--- src/hdl/fcpu_pkg.sv ---
// Purpose: shared constants for the four channel pulse width unit
// Assumes: axi4-lite register access, 32-bit data, one word per register
// Notes: registers are kept as indices; byte address is four times the index
//
// Functional notes
// - one shared 10-bit down counter, decremented once per clock
// - on underflow the counter reloads from the active period value
// - rate is clock over period plus one; period split high/low
// - each underflow sets flag bit 5; it stays until software clears it
// - period loads only when run, load and underflow are all one
// - with load bit 6 clear, written values stay in their buffers
// - load bit clears itself the cycle after the transfer
// - writing one to bit 4 forces counter to zero; bit self-clears
// - uninverted output low while compare exceeds counter or is all ones, high otherwise
// - write compare, set load; new compare takes effect at next underflow
// - high time lasts period minus compare plus one counter clocks
// - compare zero holds output high; compare all ones holds it low
// - after reset each internal output takes the reset-high select level
// - run bit 7 zero stops the counter, one lets it run
// - control bits 3..0 invert channel 3..0 outputs when set
// - four channels, each with own 10-bit compare, one shared counter
package fcpu_pkg;
	localparam int CNT_W  = 10;
	localparam int CH_N   = 4;
	localparam int ADDR_W = 12;
	// ==========================================================
	// register indices, byte address is four times the index
	localparam logic [7:0] IDX_PER_HI  = 8'hD1;
	localparam logic [7:0] IDX_CH0_HI  = 8'hD2;
	localparam logic [7:0] IDX_CH1_HI  = 8'hD3;
	localparam logic [7:0] IDX_CH2_HI  = 8'hD5;
	localparam logic [7:0] IDX_CH3_HI  = 8'hD6;
	localparam logic [7:0] IDX_PER_LO  = 8'hD9;
	localparam logic [7:0] IDX_CH0_LO  = 8'hDA;
	localparam logic [7:0] IDX_CH1_LO  = 8'hDB;
	localparam logic [7:0] IDX_CTRL    = 8'hDC;
	localparam logic [7:0] IDX_CH2_LO  = 8'hDD;
	localparam logic [7:0] IDX_CH3_LO  = 8'hDE;
	localparam logic [7:0] IDX_IRQ_ST  = 8'hE0;
	localparam logic [7:0] IDX_IRQ_MSK = 8'hE1;
	localparam logic [7:0] IDX_COUNT   = 8'hE2;
	// ==========================================================
	// control register fields
	localparam int CTRL_RUN   = 7;
	localparam int CTRL_LOAD  = 6;
	localparam int CTRL_UFL   = 5;
	localparam int CTRL_CLR   = 4;
	localparam int CTRL_INV_W = 4;
	// interrupt status bits
	localparam int IRQ_UFL  = 0;
	localparam int IRQ_XFER = 1;
	localparam int IRQ_W    = 2;
	// ==========================================================
	// reset values and bus response codes
	localparam logic [7:0] CTRL_RST      = 8'h00;
	localparam logic [9:0] PER_RST       = 10'h3FF;
	localparam logic [9:0] CMP_RST       = 10'h000;
	localparam logic [9:0] CNT_CLR_VALUE = 10'h000;
	localparam logic [1:0] RESP_OKAY     = 2'h0;
	localparam logic [1:0] RESP_SLVERR   = 2'h2;
endpackage

--- src/hdl/fcpu_chan.sv ---
// Purpose: one output channel: compare stage, inversion, output flop
// Assumes: counter and reload strobe come from the shared counter
// Notes: output flop takes the reset-high level after reset
`timescale 1ns/1ps
module fcpu_chan #(
	parameter int CNT_W = 10
) (
	input  wire logic             clk_sys,
	input  wire logic             rst_sync_b,
	input  wire logic             clk_en,
	input  wire logic             reset_high_select,
	input  wire logic             load_now,
	input  wire logic [CNT_W-1:0] cmp_buf,
	input  wire logic [CNT_W-1:0] count,
	input  wire logic             invert,
	output logic                  pwm_out
);
	logic [CNT_W-1:0] cmp_act_q;
	logic             init_q;
	logic             raw;

	// compare value reaches the active stage only at a reload
	always_ff @(posedge clk_sys or negedge rst_sync_b) begin
		if (!rst_sync_b) begin
			cmp_act_q <= fcpu_pkg::CMP_RST;
		end else if (clk_en && load_now) begin
			cmp_act_q <= cmp_buf;
		end
	end

	// all ones compare is forced low so it never matches the counter top
	assign raw = (cmp_act_q == {CNT_W{1'b1}}) ? 1'b0 :
	             !(cmp_act_q > count);

	// the strap level is caught after release, not under the reset
	always_ff @(posedge clk_sys or negedge rst_sync_b) begin
		if (!rst_sync_b) begin
			init_q  <= 1'b1;
			pwm_out <= 1'b0;
		end else if (clk_en) begin
			if (init_q) begin
				init_q  <= 1'b0;
				pwm_out <= reset_high_select;
			end else begin
				pwm_out <= raw ^ invert;
			end
		end
	end
endmodule

--- src/hdl/fcpu_rst_sync.sv ---
// Purpose: release the active-low reset through two flip-flops
// Assumes: rst_b may be asynchronous to clk_sys
// Notes: assertion is immediate, release is after two edges
`timescale 1ns/1ps
module fcpu_rst_sync (
	input  wire logic clk_sys,
	input  wire logic rst_b,
	output logic      rst_sync_b
);
	logic meta_q;

	always_ff @(posedge clk_sys or negedge rst_b) begin
		if (!rst_b) begin
			meta_q     <= 1'b0;
			rst_sync_b <= 1'b0;
		end else begin
			meta_q     <= 1'b1;
			rst_sync_b <= meta_q;
		end
	end
endmodule

--- src/hdl/fcpu_top.sv ---
// Purpose: four channel pulse width unit with axi4-lite registers
// Assumes: all inputs but rst_b synchronous to clk_sys; one access of each kind
// Notes: registers are 8 bits wide in the low lanes, upper bits read 0
//
// The AXI4-Lite register port was decided locally.
`timescale 1ns/1ps
module fcpu_top #(
	parameter int CNT_W = 10,
	parameter int CH_N  = 4
) (
	input  wire logic                        clk_sys,
	input  wire logic                        rst_b,
	input  wire logic                        clk_en,
	input  wire logic                        reset_high_select,
	input  wire logic [fcpu_pkg::ADDR_W-1:0] s_axi_awaddr,
	input  wire logic                        s_axi_awvalid,
	output logic                             s_axi_awready,
	input  wire logic [31:0]                 s_axi_wdata,
	input  wire logic [3:0]                  s_axi_wstrb,
	input  wire logic                        s_axi_wvalid,
	output logic                             s_axi_wready,
	output logic [1:0]                       s_axi_bresp,
	output logic                             s_axi_bvalid,
	input  wire logic                        s_axi_bready,
	input  wire logic [fcpu_pkg::ADDR_W-1:0] s_axi_araddr,
	input  wire logic                        s_axi_arvalid,
	output logic                             s_axi_arready,
	output logic [31:0]                      s_axi_rdata,
	output logic [1:0]                       s_axi_rresp,
	output logic                             s_axi_rvalid,
	input  wire logic                        s_axi_rready,
	output logic [CH_N-1:0]                  pwm_out,
	output logic                             irq
);
	// ==========================================================
	// reset
	logic rst_sync_b;

	fcpu_rst_sync u_rst (
		.clk_sys    (clk_sys),
		.rst_b      (rst_b),
		.rst_sync_b (rst_sync_b)
	);

	// ==========================================================
	// register state
	logic [CNT_W-1:0]            period_buf_q;
	logic [CNT_W-1:0]            period_act_q;
	logic [CH_N-1:0][CNT_W-1:0]  cmp_buf_q;
	logic                        run_q;
	logic                        load_q;
	logic                        ufl_q;
	logic                        clr_q;
	logic [CH_N-1:0]             inv_q;
	logic [CNT_W-1:0]            count_q;
	logic [fcpu_pkg::IRQ_W-1:0]  irq_st_q;
	logic [fcpu_pkg::IRQ_W-1:0]  irq_msk_q;

	// ==========================================================
	// write channel: address and data are latched independently
	logic [fcpu_pkg::ADDR_W-1:0] aw_addr_q;
	logic                        aw_have_q;
	logic [7:0]                  w_data_q;
	logic                        w_lane_q;
	logic                        w_have_q;
	logic                        wr_fire;
	logic [7:0]                  wr_idx;
	logic [7:0]                  wd;
	logic                        wr_ok;

	assign wr_fire = aw_have_q && w_have_q && !s_axi_bvalid;
	assign wr_idx  = aw_addr_q[9:2];
	assign wd      = w_data_q;

	function automatic logic idx_mapped(input logic [7:0] idx,
	                                    input logic [1:0] low);
		logic hit;
		hit = 1'b0;
		case (idx)
			fcpu_pkg::IDX_PER_HI, fcpu_pkg::IDX_PER_LO,
			fcpu_pkg::IDX_CH0_HI, fcpu_pkg::IDX_CH0_LO,
			fcpu_pkg::IDX_CH1_HI, fcpu_pkg::IDX_CH1_LO,
			fcpu_pkg::IDX_CH2_HI, fcpu_pkg::IDX_CH2_LO,
			fcpu_pkg::IDX_CH3_HI, fcpu_pkg::IDX_CH3_LO,
			fcpu_pkg::IDX_CTRL, fcpu_pkg::IDX_IRQ_ST,
			fcpu_pkg::IDX_IRQ_MSK, fcpu_pkg::IDX_COUNT: hit = 1'b1;
			default: hit = 1'b0;
		endcase
		return hit && (low == 2'h0);
	endfunction

	// the write takes effect only when lane 0 is strobed
	assign wr_ok = idx_mapped(wr_idx, aw_addr_q[1:0]) &&
	               (aw_addr_q[fcpu_pkg::ADDR_W-1:10] == '0);

	// ready falls a cycle after each offer so a held valid is not taken twice
	always_ff @(posedge clk_sys or negedge rst_sync_b) begin
		if (!rst_sync_b) begin
			aw_have_q     <= 1'b0;
			aw_addr_q     <= '0;
			s_axi_awready <= 1'b0;
		end else if (clk_en) begin
			s_axi_awready <= !aw_have_q && !s_axi_awready;
			if (s_axi_awvalid && s_axi_awready) begin
				aw_have_q     <= 1'b1;
				aw_addr_q     <= s_axi_awaddr;
				s_axi_awready <= 1'b0;
			end else if (wr_fire) begin
				aw_have_q <= 1'b0;
			end
		end
	end

	// data may come before or after the address; each waits in its holder
	always_ff @(posedge clk_sys or negedge rst_sync_b) begin
		if (!rst_sync_b) begin
			w_have_q     <= 1'b0;
			w_data_q     <= '0;
			w_lane_q     <= 1'b0;
			s_axi_wready <= 1'b0;
		end else if (clk_en) begin
			s_axi_wready <= !w_have_q && !s_axi_wready;
			if (s_axi_wvalid && s_axi_wready) begin
				w_have_q     <= 1'b1;
				w_data_q     <= s_axi_wdata[7:0];
				w_lane_q     <= s_axi_wstrb[0];
				s_axi_wready <= 1'b0;
			end else if (wr_fire) begin
				w_have_q <= 1'b0;
			end
		end
	end

	always_ff @(posedge clk_sys or negedge rst_sync_b) begin
		if (!rst_sync_b) begin
			s_axi_bvalid <= 1'b0;
			s_axi_bresp  <= fcpu_pkg::RESP_OKAY;
		end else if (clk_en) begin
			if (wr_fire) begin
				s_axi_bvalid <= 1'b1;
				s_axi_bresp  <= wr_ok ? fcpu_pkg::RESP_OKAY
				                      : fcpu_pkg::RESP_SLVERR;
			end else if (s_axi_bready) begin
				s_axi_bvalid <= 1'b0;
			end
		end
	end

	logic wr_en;
	assign wr_en = wr_fire && wr_ok && w_lane_q;

	function automatic logic wr_to(input logic [7:0] idx);
		return wr_en && (wr_idx == idx);
	endfunction

	// ==========================================================
	// counter core
	logic underflow;
	logic load_now;

	// the counter only counts while running, so no event fires when stopped
	assign underflow = run_q && !clr_q && (count_q == '0);
	assign load_now  = underflow && load_q;

	// a clear wins over counting, so no underflow fires in the clearing cycle
	always_ff @(posedge clk_sys or negedge rst_sync_b) begin
		if (!rst_sync_b) begin
			count_q      <= fcpu_pkg::CNT_CLR_VALUE;
			period_act_q <= fcpu_pkg::PER_RST;
		end else if (clk_en) begin
			if (clr_q) begin
				count_q <= fcpu_pkg::CNT_CLR_VALUE;
			end else if (run_q) begin
				if (count_q == '0) begin
					// reload with the freshly taken period when loading
					count_q <= load_q ? period_buf_q
					                  : period_act_q;
				end else begin
					count_q <= count_q - 1'b1;
				end
			end
			if (load_now) begin
				period_act_q <= period_buf_q;
			end
		end
	end

	// ==========================================================
	// period and compare buffers
	// halves may be written in any order; only a load makes them live
	always_ff @(posedge clk_sys or negedge rst_sync_b) begin
		if (!rst_sync_b) begin
			period_buf_q <= fcpu_pkg::PER_RST;
		end else if (clk_en) begin
			if (wr_to(fcpu_pkg::IDX_PER_HI)) begin
				period_buf_q[9:8] <= wd[1:0];
			end
			if (wr_to(fcpu_pkg::IDX_PER_LO)) begin
				period_buf_q[7:0] <= wd;
			end
		end
	end

	localparam logic [CH_N-1:0][7:0] HI_IDX = {fcpu_pkg::IDX_CH3_HI,
		fcpu_pkg::IDX_CH2_HI, fcpu_pkg::IDX_CH1_HI, fcpu_pkg::IDX_CH0_HI};
	localparam logic [CH_N-1:0][7:0] LO_IDX = {fcpu_pkg::IDX_CH3_LO,
		fcpu_pkg::IDX_CH2_LO, fcpu_pkg::IDX_CH1_LO, fcpu_pkg::IDX_CH0_LO};

	for (genvar c = 0; c < CH_N; c++) begin : g_ch
		always_ff @(posedge clk_sys or negedge rst_sync_b) begin
			if (!rst_sync_b) begin
				cmp_buf_q[c] <= fcpu_pkg::CMP_RST;
			end else if (clk_en) begin
				if (wr_to(HI_IDX[c])) begin
					cmp_buf_q[c][9:8] <= wd[1:0];
				end
				if (wr_to(LO_IDX[c])) begin
					cmp_buf_q[c][7:0] <= wd;
				end
			end
		end

		fcpu_chan #(
			.CNT_W (CNT_W)
		) u_chan (
			.clk_sys           (clk_sys),
			.rst_sync_b        (rst_sync_b),
			.clk_en            (clk_en),
			.reset_high_select (reset_high_select),
			.load_now          (load_now),
			.cmp_buf           (cmp_buf_q[c]),
			.count             (count_q),
			.invert            (inv_q[c]),
			.pwm_out           (pwm_out[c])
		);
	end

	// ==========================================================
	// control register
	logic ctrl_wr;
	assign ctrl_wr = wr_to(fcpu_pkg::IDX_CTRL);

	always_ff @(posedge clk_sys or negedge rst_sync_b) begin
		if (!rst_sync_b) begin
			run_q <= fcpu_pkg::CTRL_RST[fcpu_pkg::CTRL_RUN];
			load_q <= fcpu_pkg::CTRL_RST[fcpu_pkg::CTRL_LOAD];
			ufl_q <= fcpu_pkg::CTRL_RST[fcpu_pkg::CTRL_UFL];
			clr_q <= fcpu_pkg::CTRL_RST[fcpu_pkg::CTRL_CLR];
			inv_q <= fcpu_pkg::CTRL_RST[CH_N-1:0];
		end else if (clk_en) begin
			if (ctrl_wr) begin
				run_q <= wd[fcpu_pkg::CTRL_RUN];
				inv_q <= wd[CH_N-1:0];
			end
			// a load write in the transfer cycle re-arms, so it is not lost
			if (ctrl_wr) begin
				load_q <= wd[fcpu_pkg::CTRL_LOAD];
			end else if (load_now) begin
				load_q <= 1'b0;
			end
			clr_q <= ctrl_wr && wd[fcpu_pkg::CTRL_CLR];
			// underflow in the clearing cycle wins over software
			if (underflow) begin
				ufl_q <= 1'b1;
			end else if (ctrl_wr && !wd[fcpu_pkg::CTRL_UFL]) begin
				ufl_q <= 1'b0;
			end
		end
	end

	// ==========================================================
	// interrupt status and mask
	logic [fcpu_pkg::IRQ_W-1:0] irq_ev;
	assign irq_ev = {load_now, underflow};
	// irq trails the status bits by a cycle as it comes from a flop

	always_ff @(posedge clk_sys or negedge rst_sync_b) begin
		if (!rst_sync_b) begin
			irq_st_q  <= '0;
			irq_msk_q <= '0;
			irq       <= 1'b0;
		end else if (clk_en) begin
			irq_st_q <= irq_ev | (irq_st_q &
			            ~(wr_to(fcpu_pkg::IDX_IRQ_ST) ?
			              wd[fcpu_pkg::IRQ_W-1:0] : '0));
			if (wr_to(fcpu_pkg::IDX_IRQ_MSK)) begin
				irq_msk_q <= wd[fcpu_pkg::IRQ_W-1:0];
			end
			irq <= |(irq_st_q & irq_msk_q);
		end
	end

	// ==========================================================
	// read channel
	logic [7:0] rd_idx;
	logic [7:0] rd_val;
	assign rd_idx = s_axi_araddr[9:2];

	// a refused read answers zero so no register leaks through a bad address
	logic rd_ok;
	assign rd_ok = idx_mapped(rd_idx, s_axi_araddr[1:0]) &&
	               (s_axi_araddr[fcpu_pkg::ADDR_W-1:10] == '0);

	always_comb begin
		rd_val = 8'h00;
		case (rd_idx)
			fcpu_pkg::IDX_PER_HI:  rd_val = {6'h00, period_buf_q[9:8]};
			fcpu_pkg::IDX_PER_LO:  rd_val = period_buf_q[7:0];
			fcpu_pkg::IDX_CH0_HI:  rd_val = {6'h00, cmp_buf_q[0][9:8]};
			fcpu_pkg::IDX_CH0_LO:  rd_val = cmp_buf_q[0][7:0];
			fcpu_pkg::IDX_CH1_HI:  rd_val = {6'h00, cmp_buf_q[1][9:8]};
			fcpu_pkg::IDX_CH1_LO:  rd_val = cmp_buf_q[1][7:0];
			fcpu_pkg::IDX_CH2_HI:  rd_val = {6'h00, cmp_buf_q[2][9:8]};
			fcpu_pkg::IDX_CH2_LO:  rd_val = cmp_buf_q[2][7:0];
			fcpu_pkg::IDX_CH3_HI:  rd_val = {6'h00, cmp_buf_q[3][9:8]};
			fcpu_pkg::IDX_CH3_LO:  rd_val = cmp_buf_q[3][7:0];
			fcpu_pkg::IDX_CTRL:    rd_val = {run_q, load_q, ufl_q, clr_q,
			                                 inv_q};
			fcpu_pkg::IDX_IRQ_ST:  rd_val = {6'h00, irq_st_q};
			fcpu_pkg::IDX_IRQ_MSK: rd_val = {6'h00, irq_msk_q};
			fcpu_pkg::IDX_COUNT:   rd_val = count_q[7:0];
			default:               rd_val = 8'h00;
		endcase
	end

	always_ff @(posedge clk_sys or negedge rst_sync_b) begin
		if (!rst_sync_b) begin
			s_axi_arready <= 1'b0;
			s_axi_rvalid  <= 1'b0;
			s_axi_rdata   <= '0;
			s_axi_rresp   <= fcpu_pkg::RESP_OKAY;
		end else if (clk_en) begin
			s_axi_arready <= !s_axi_rvalid && !s_axi_arready;
			if (s_axi_arvalid && s_axi_arready) begin
				s_axi_arready <= 1'b0;
				s_axi_rvalid  <= 1'b1;
				s_axi_rdata   <= rd_ok ? {24'h000000, rd_val} : 32'h0;
				s_axi_rresp   <= rd_ok ? fcpu_pkg::RESP_OKAY
				                       : fcpu_pkg::RESP_SLVERR;
			end else if (s_axi_rready) begin
				s_axi_rvalid <= 1'b0;
			end
		end
	end
endmodule

--- config.mk ---
export PLATFORM = sky130hd
export DESIGN_NAME = fcpu_top
export DESIGN_NICKNAME = d
export VERILOG_FILES = /design/src/hdl/fcpu_pkg.sv /design/src/hdl/fcpu_chan.sv /design/src/hdl/fcpu_rst_sync.sv /design/src/hdl/fcpu_top.sv
export SDC_FILE = /design/constraint.sdc
export NUM_CORES = 1
export LEC_CHECK = 0
export BUFFER_PORTS_ARGS = -buffer_cell sky130_fd_sc_hd__buf_2
export CAP_MARGIN = 20
export CORE_MARGIN = 2
export CORE_UTILIZATION = 44
export CTS_CLUSTER_DIAMETER = 200
export DETAILED_ROUTE_END_ITERATION = 12
export GPL_TIMING_DRIVEN = 0
export HOLD_SLACK_MARGIN = 0.06
export PLACE_DENSITY = 0.72
export SLEW_MARGIN = 10
export SYNTH_ARGS = -nofsm -noshare
export SYNTH_HDL_FRONTEND = slang
export SYNTH_SLANG_ARGS = --single-unit
--- constraint.sdc ---
create_clock -name clk_sys -period 5.2 [get_ports clk_sys]
set_input_delay 1.04 -clock clk_sys [delete_from_list [all_inputs] [get_ports clk_sys]]
set_output_delay 1.04 -clock clk_sys [all_outputs]
set_load 0.01 [all_outputs]
==> flow_metrics.env <==
export IMPL_wl_per_cell_microns=19.9
export IMPL_yosysSeqAreaShare_pct=46.5
export IMPL_hp_class="register to register"
export IMPL_drt_first_pass_iters=4
export IMPL_hold_depth=0
export IMPL_rr_worst_depth=7
export IMPL_period_minus_slack_ns=2.84
export IMPL_grt_overflow=0
export IMPL_hold_viol_final=0
export IMPL_status="finished clean"
export IMPL_hold_buffers=0
export IMPL_ys_ff_latch=168
export IMPL_worstSkewPairLatency_ns=0.44
export IMPL_cts_resized=0
export IMPL_synthAdderAreaFrac_pct=5.64
export IMPL_critical_path_slowest_cell="nor3b_1"
export IMPL_pwr_share_comb_pct=13.7
export IMPL_cts_sinks=168
export IMPL_p_leak_nw=5.17
export IMPL_tightest_slew_ns=0.806
export IMPL_yosys_warnings=0
export IMPL_dp_slack_ns=1.91
export IMPL_design_area_sq_um=10500
export IMPL_synth_ff_type="dfrtp_1"
export IMPL_via_per_inst=5.59
export IMPL_syn_instance_count=775
export IMPL_place_inst=1131
export IMPL_async_flop_share_pct=100
export IMPL_cts_tree="built"
export IMPL_stdcell_count=1163
export IMPL_sw_frac_of_total_pct=28.6
export IMPL_drtIter0Drc=394
export IMPL_synth_area_mux_share_pct=20.6
export IMPL_synth_top_area_share_pct=40.4
export IMPL_total_power_mw=3.34
export IMPL_crit_chain="clkbuf_1, clkbuf_1, nand2_1, a21oi_1, nor3b_1, nand2_1, o211ai_1"
export IMPL_avgSynthCellArea_sq_um=11.7
export IMPL_vias=6505
export IMPL_die_y_microns=148
export IMPL_synth_top_area_cell="dfrtp_1"
export IMPL_max_cap_viol_count=0
export IMPL_htreeDepth=4
export IMPL_drive_gt1_share_pct=33.6
export IMPL_start_kind="input port"
export IMPL_fill_cells=1759
export IMPL_antenna_cells=0
export IMPL_yosys_area_share_simple_pct=12.7
export IMPL_vdd_drop_max_uv=250
export IMPL_path_clk_slew_ns=0.06
export IMPL_path_max_fanout=10
export IMPL_hold_slack_ns=0.355
export IMPL_io_buffers=59
export IMPL_fin_nets=990
export IMPL_first_global_vias=6344
export IMPL_gp_congestion=0.953
export IMPL_p_seq_share_pct=47.8
export IMPL_grt_antenna_before_repair=0
export IMPL_max_stage_delay_ns=0.69
export IMPL_layout_setup_ws_ns=2.36
export IMPL_dp_hpwl_microns=17300
export IMPL_die_x_microns=148
export IMPL_crit_type="input port to register"
export IMPL_synth_xor_area_share_pct=0
export IMPL_utilization_pct=51.8
export IMPL_maxSlewViolCount=0
export IMPL_placed_cell_area_sq_um=9880
export IMPL_clockRootBuffer="clkbuf_16"
export IMPL_syn_area_sq_um=9090
export IMPL_cts_max_path_buffers=2
export IMPL_period_share_pct=54.6
export IMPL_track_usage_pct=21.9
export IMPL_finalSetupTns_ns=0
export IMPL_ys_top_cells_by_area="dfrtp_1 (40%), mux2_2 (10%), mux2_4 (8.1%)"
export IMPL_io_pins=115
export IMPL_numCtsBuffers=17
export IMPL_initial_core_util_pct=44.9
export IMPL_critPathRequiredTime_ns=5.54
export IMPL_synth_top_family_by_area="multiplexers"
export IMPL_end_kind="register"
export IMPL_dieArea_sq_um=21800
export IMPL_drcViolationCount=0
export IMPL_rsz0062_at_grt="false"
export IMPL_placementRows=52
export IMPL_core_area_sq_um=20200
export IMPL_max_slew_margin_rel_pct=46.1
export IMPL_wirelength_microns=23100
export IMPL_power_density_nw_per_um2=319
export IMPL_synth_edff_count=0
export IMPL_setup_viol=0
export IMPL_ant_nets=0
export IMPL_ys_types=62
export IMPL_synth_compound_area_share_pct=9.52
export IMPL_skew_ns=0.00929
export IMPL_grt_first_pass_wirelength_microns=36100
export IMPL_intPower_mw=2.38
export IMPL_power_switching_mw=0.954
export IMPL_areaGrowthSynthToFinish_pct=15.3
export IMPL_arrival_ns=3.19
export IMPL_fmax_mhz=352
export IMPL_grt_max_degree=62
export IMPL_cts_setup_buffers=0
export IMPL_clkPwrFrac_pct=38.5
[flip-flops by register name, indices dropped and copies added (netlist names), 2 cells and up]
register / cells
cmp_buf_q: 40
period_buf_q: 10
inv_q: 4
g_ch.u_chan.cmp_act_q: 40
aw_addr_q: 12
w_data_q: 8
s_axi_rdata: 8
irq_st_q: 2
count_q: 10
irq_msk_q: 2
g_ch.u_chan.pwm_out: 4
period_act_q: 10
[cells by family (layout without fill, tap and decap cells)]
kind of cell / after synthesis / count (layout)
buf+inv: 79 / 172
compound gates: 130 / 130
fa+ha+maj: 41 / 41
flops: 168 / 168
other cells: 2 / 27
mux: 149 / 149
simple gates: 206 / 206
[Yosys cell counts (6+ instances only)]
master	count
o21ai_0	28
nor4_1	6
buf_4	30
nand2_1	76
nand4_1	16
or2_2	6
dfrtp_1	147
nand2b_1	9
dfstp_2	21
nand3_1	17
nor2_1	22
clkbuf_1	20
a311oi_1	7
mux2_4	49
a22oi_1	11
o211ai_1	7
a21o_1	9
ha_1	41
mux2i_1	16
nor2b_1	9
nor3_1	12
inv_1	23
a21oi_1	29
mux2_2	81
a31oi_1	6
[cells in the final DEF (no fill, tap or decap), types with 9 or more instances in the layout]
cell type / count
inv_1: 23
buf_4: 30
nand4_1: 16
nand2_1: 76
dfstp_2: 21
o21ai_0: 28
mux2_4: 49
nor2b_1: 9
clkbuf_1: 21
mux2_2: 81
a22oi_1: 11
dfrtp_1: 146
clkbuf_16: 17
nor2_1: 22
nand2b_1: 9
buf_2: 59
mux2i_1: 16
conb_1: 27
a21o_1: 9
ha_1: 41
nor3_1: 12
a21oi_1: 29
nand3_1: 17
[power by group through the flow]
| stage | clock network [mW] | logic (mW) | registers, mW |
|---|---|---|---|
| floorplan | 0 | 0.316 | 1.57 |
| global placement | 0 | 0.421 | 1.63 |
| detailed placement | 0 | 0.454 | 1.61 |
| CTS | 1.31 | 0.456 | 1.59 |
| global route | 1.36 | 0.503 | 1.61 |
| finish | 1.29 | 0.456 | 1.60 |
[critical path: cells and delay by family]
family | cells | cell delay [ns]
buf+inv | 2 | 0.77
simple gates | 3 | 1.03
compound gates | 2 | 0.33
[metal layers]
layer | vias up | track usage [%] | part of all wire, %
met4 | 0 | 10.0 | 3.7
met1 | 3237 | 30.3 | 45
li1 | 3009 | - | -
met3 | 54 | 3.67 | 5.3
met5 | - | 0 | 0
met2 | 205 | 33.8 | 46
[final cells by class]
class	count	area [sq um]	area share, %
multi-input combinational	553	4510	43.0
sequential	168	4230	40.4
clock buffer	22	484	4.62
buffer	56	360	3.44
timing repair buffer	61	350	3.34
tap	270	338	3.22
clock inverter	10	118	1.12
inverter	23	86.3	0.824
[worst paths after layout]
kind	to	start	slack, ns
min in group asynchronous	count_q[2]	u_rst.rst_sync_b	0.37
hold / removal	u_rst.rst_sync_b	u_rst.meta_q	0.36
max in group asynchronous	g_ch[0].u_chan.init_q	u_rst.rst_sync_b	3.74
setup reg to reg	g_ch[1].u_chan.cmp_act_q[8]	count_q[1]	2.38
setup / recovery	s_axi_rdata[5]	s_axi_araddr[5]	2.36
hold reg to reg	u_rst.rst_sync_b	u_rst.meta_q	0.36
Power figures use the tool's default switching activity.
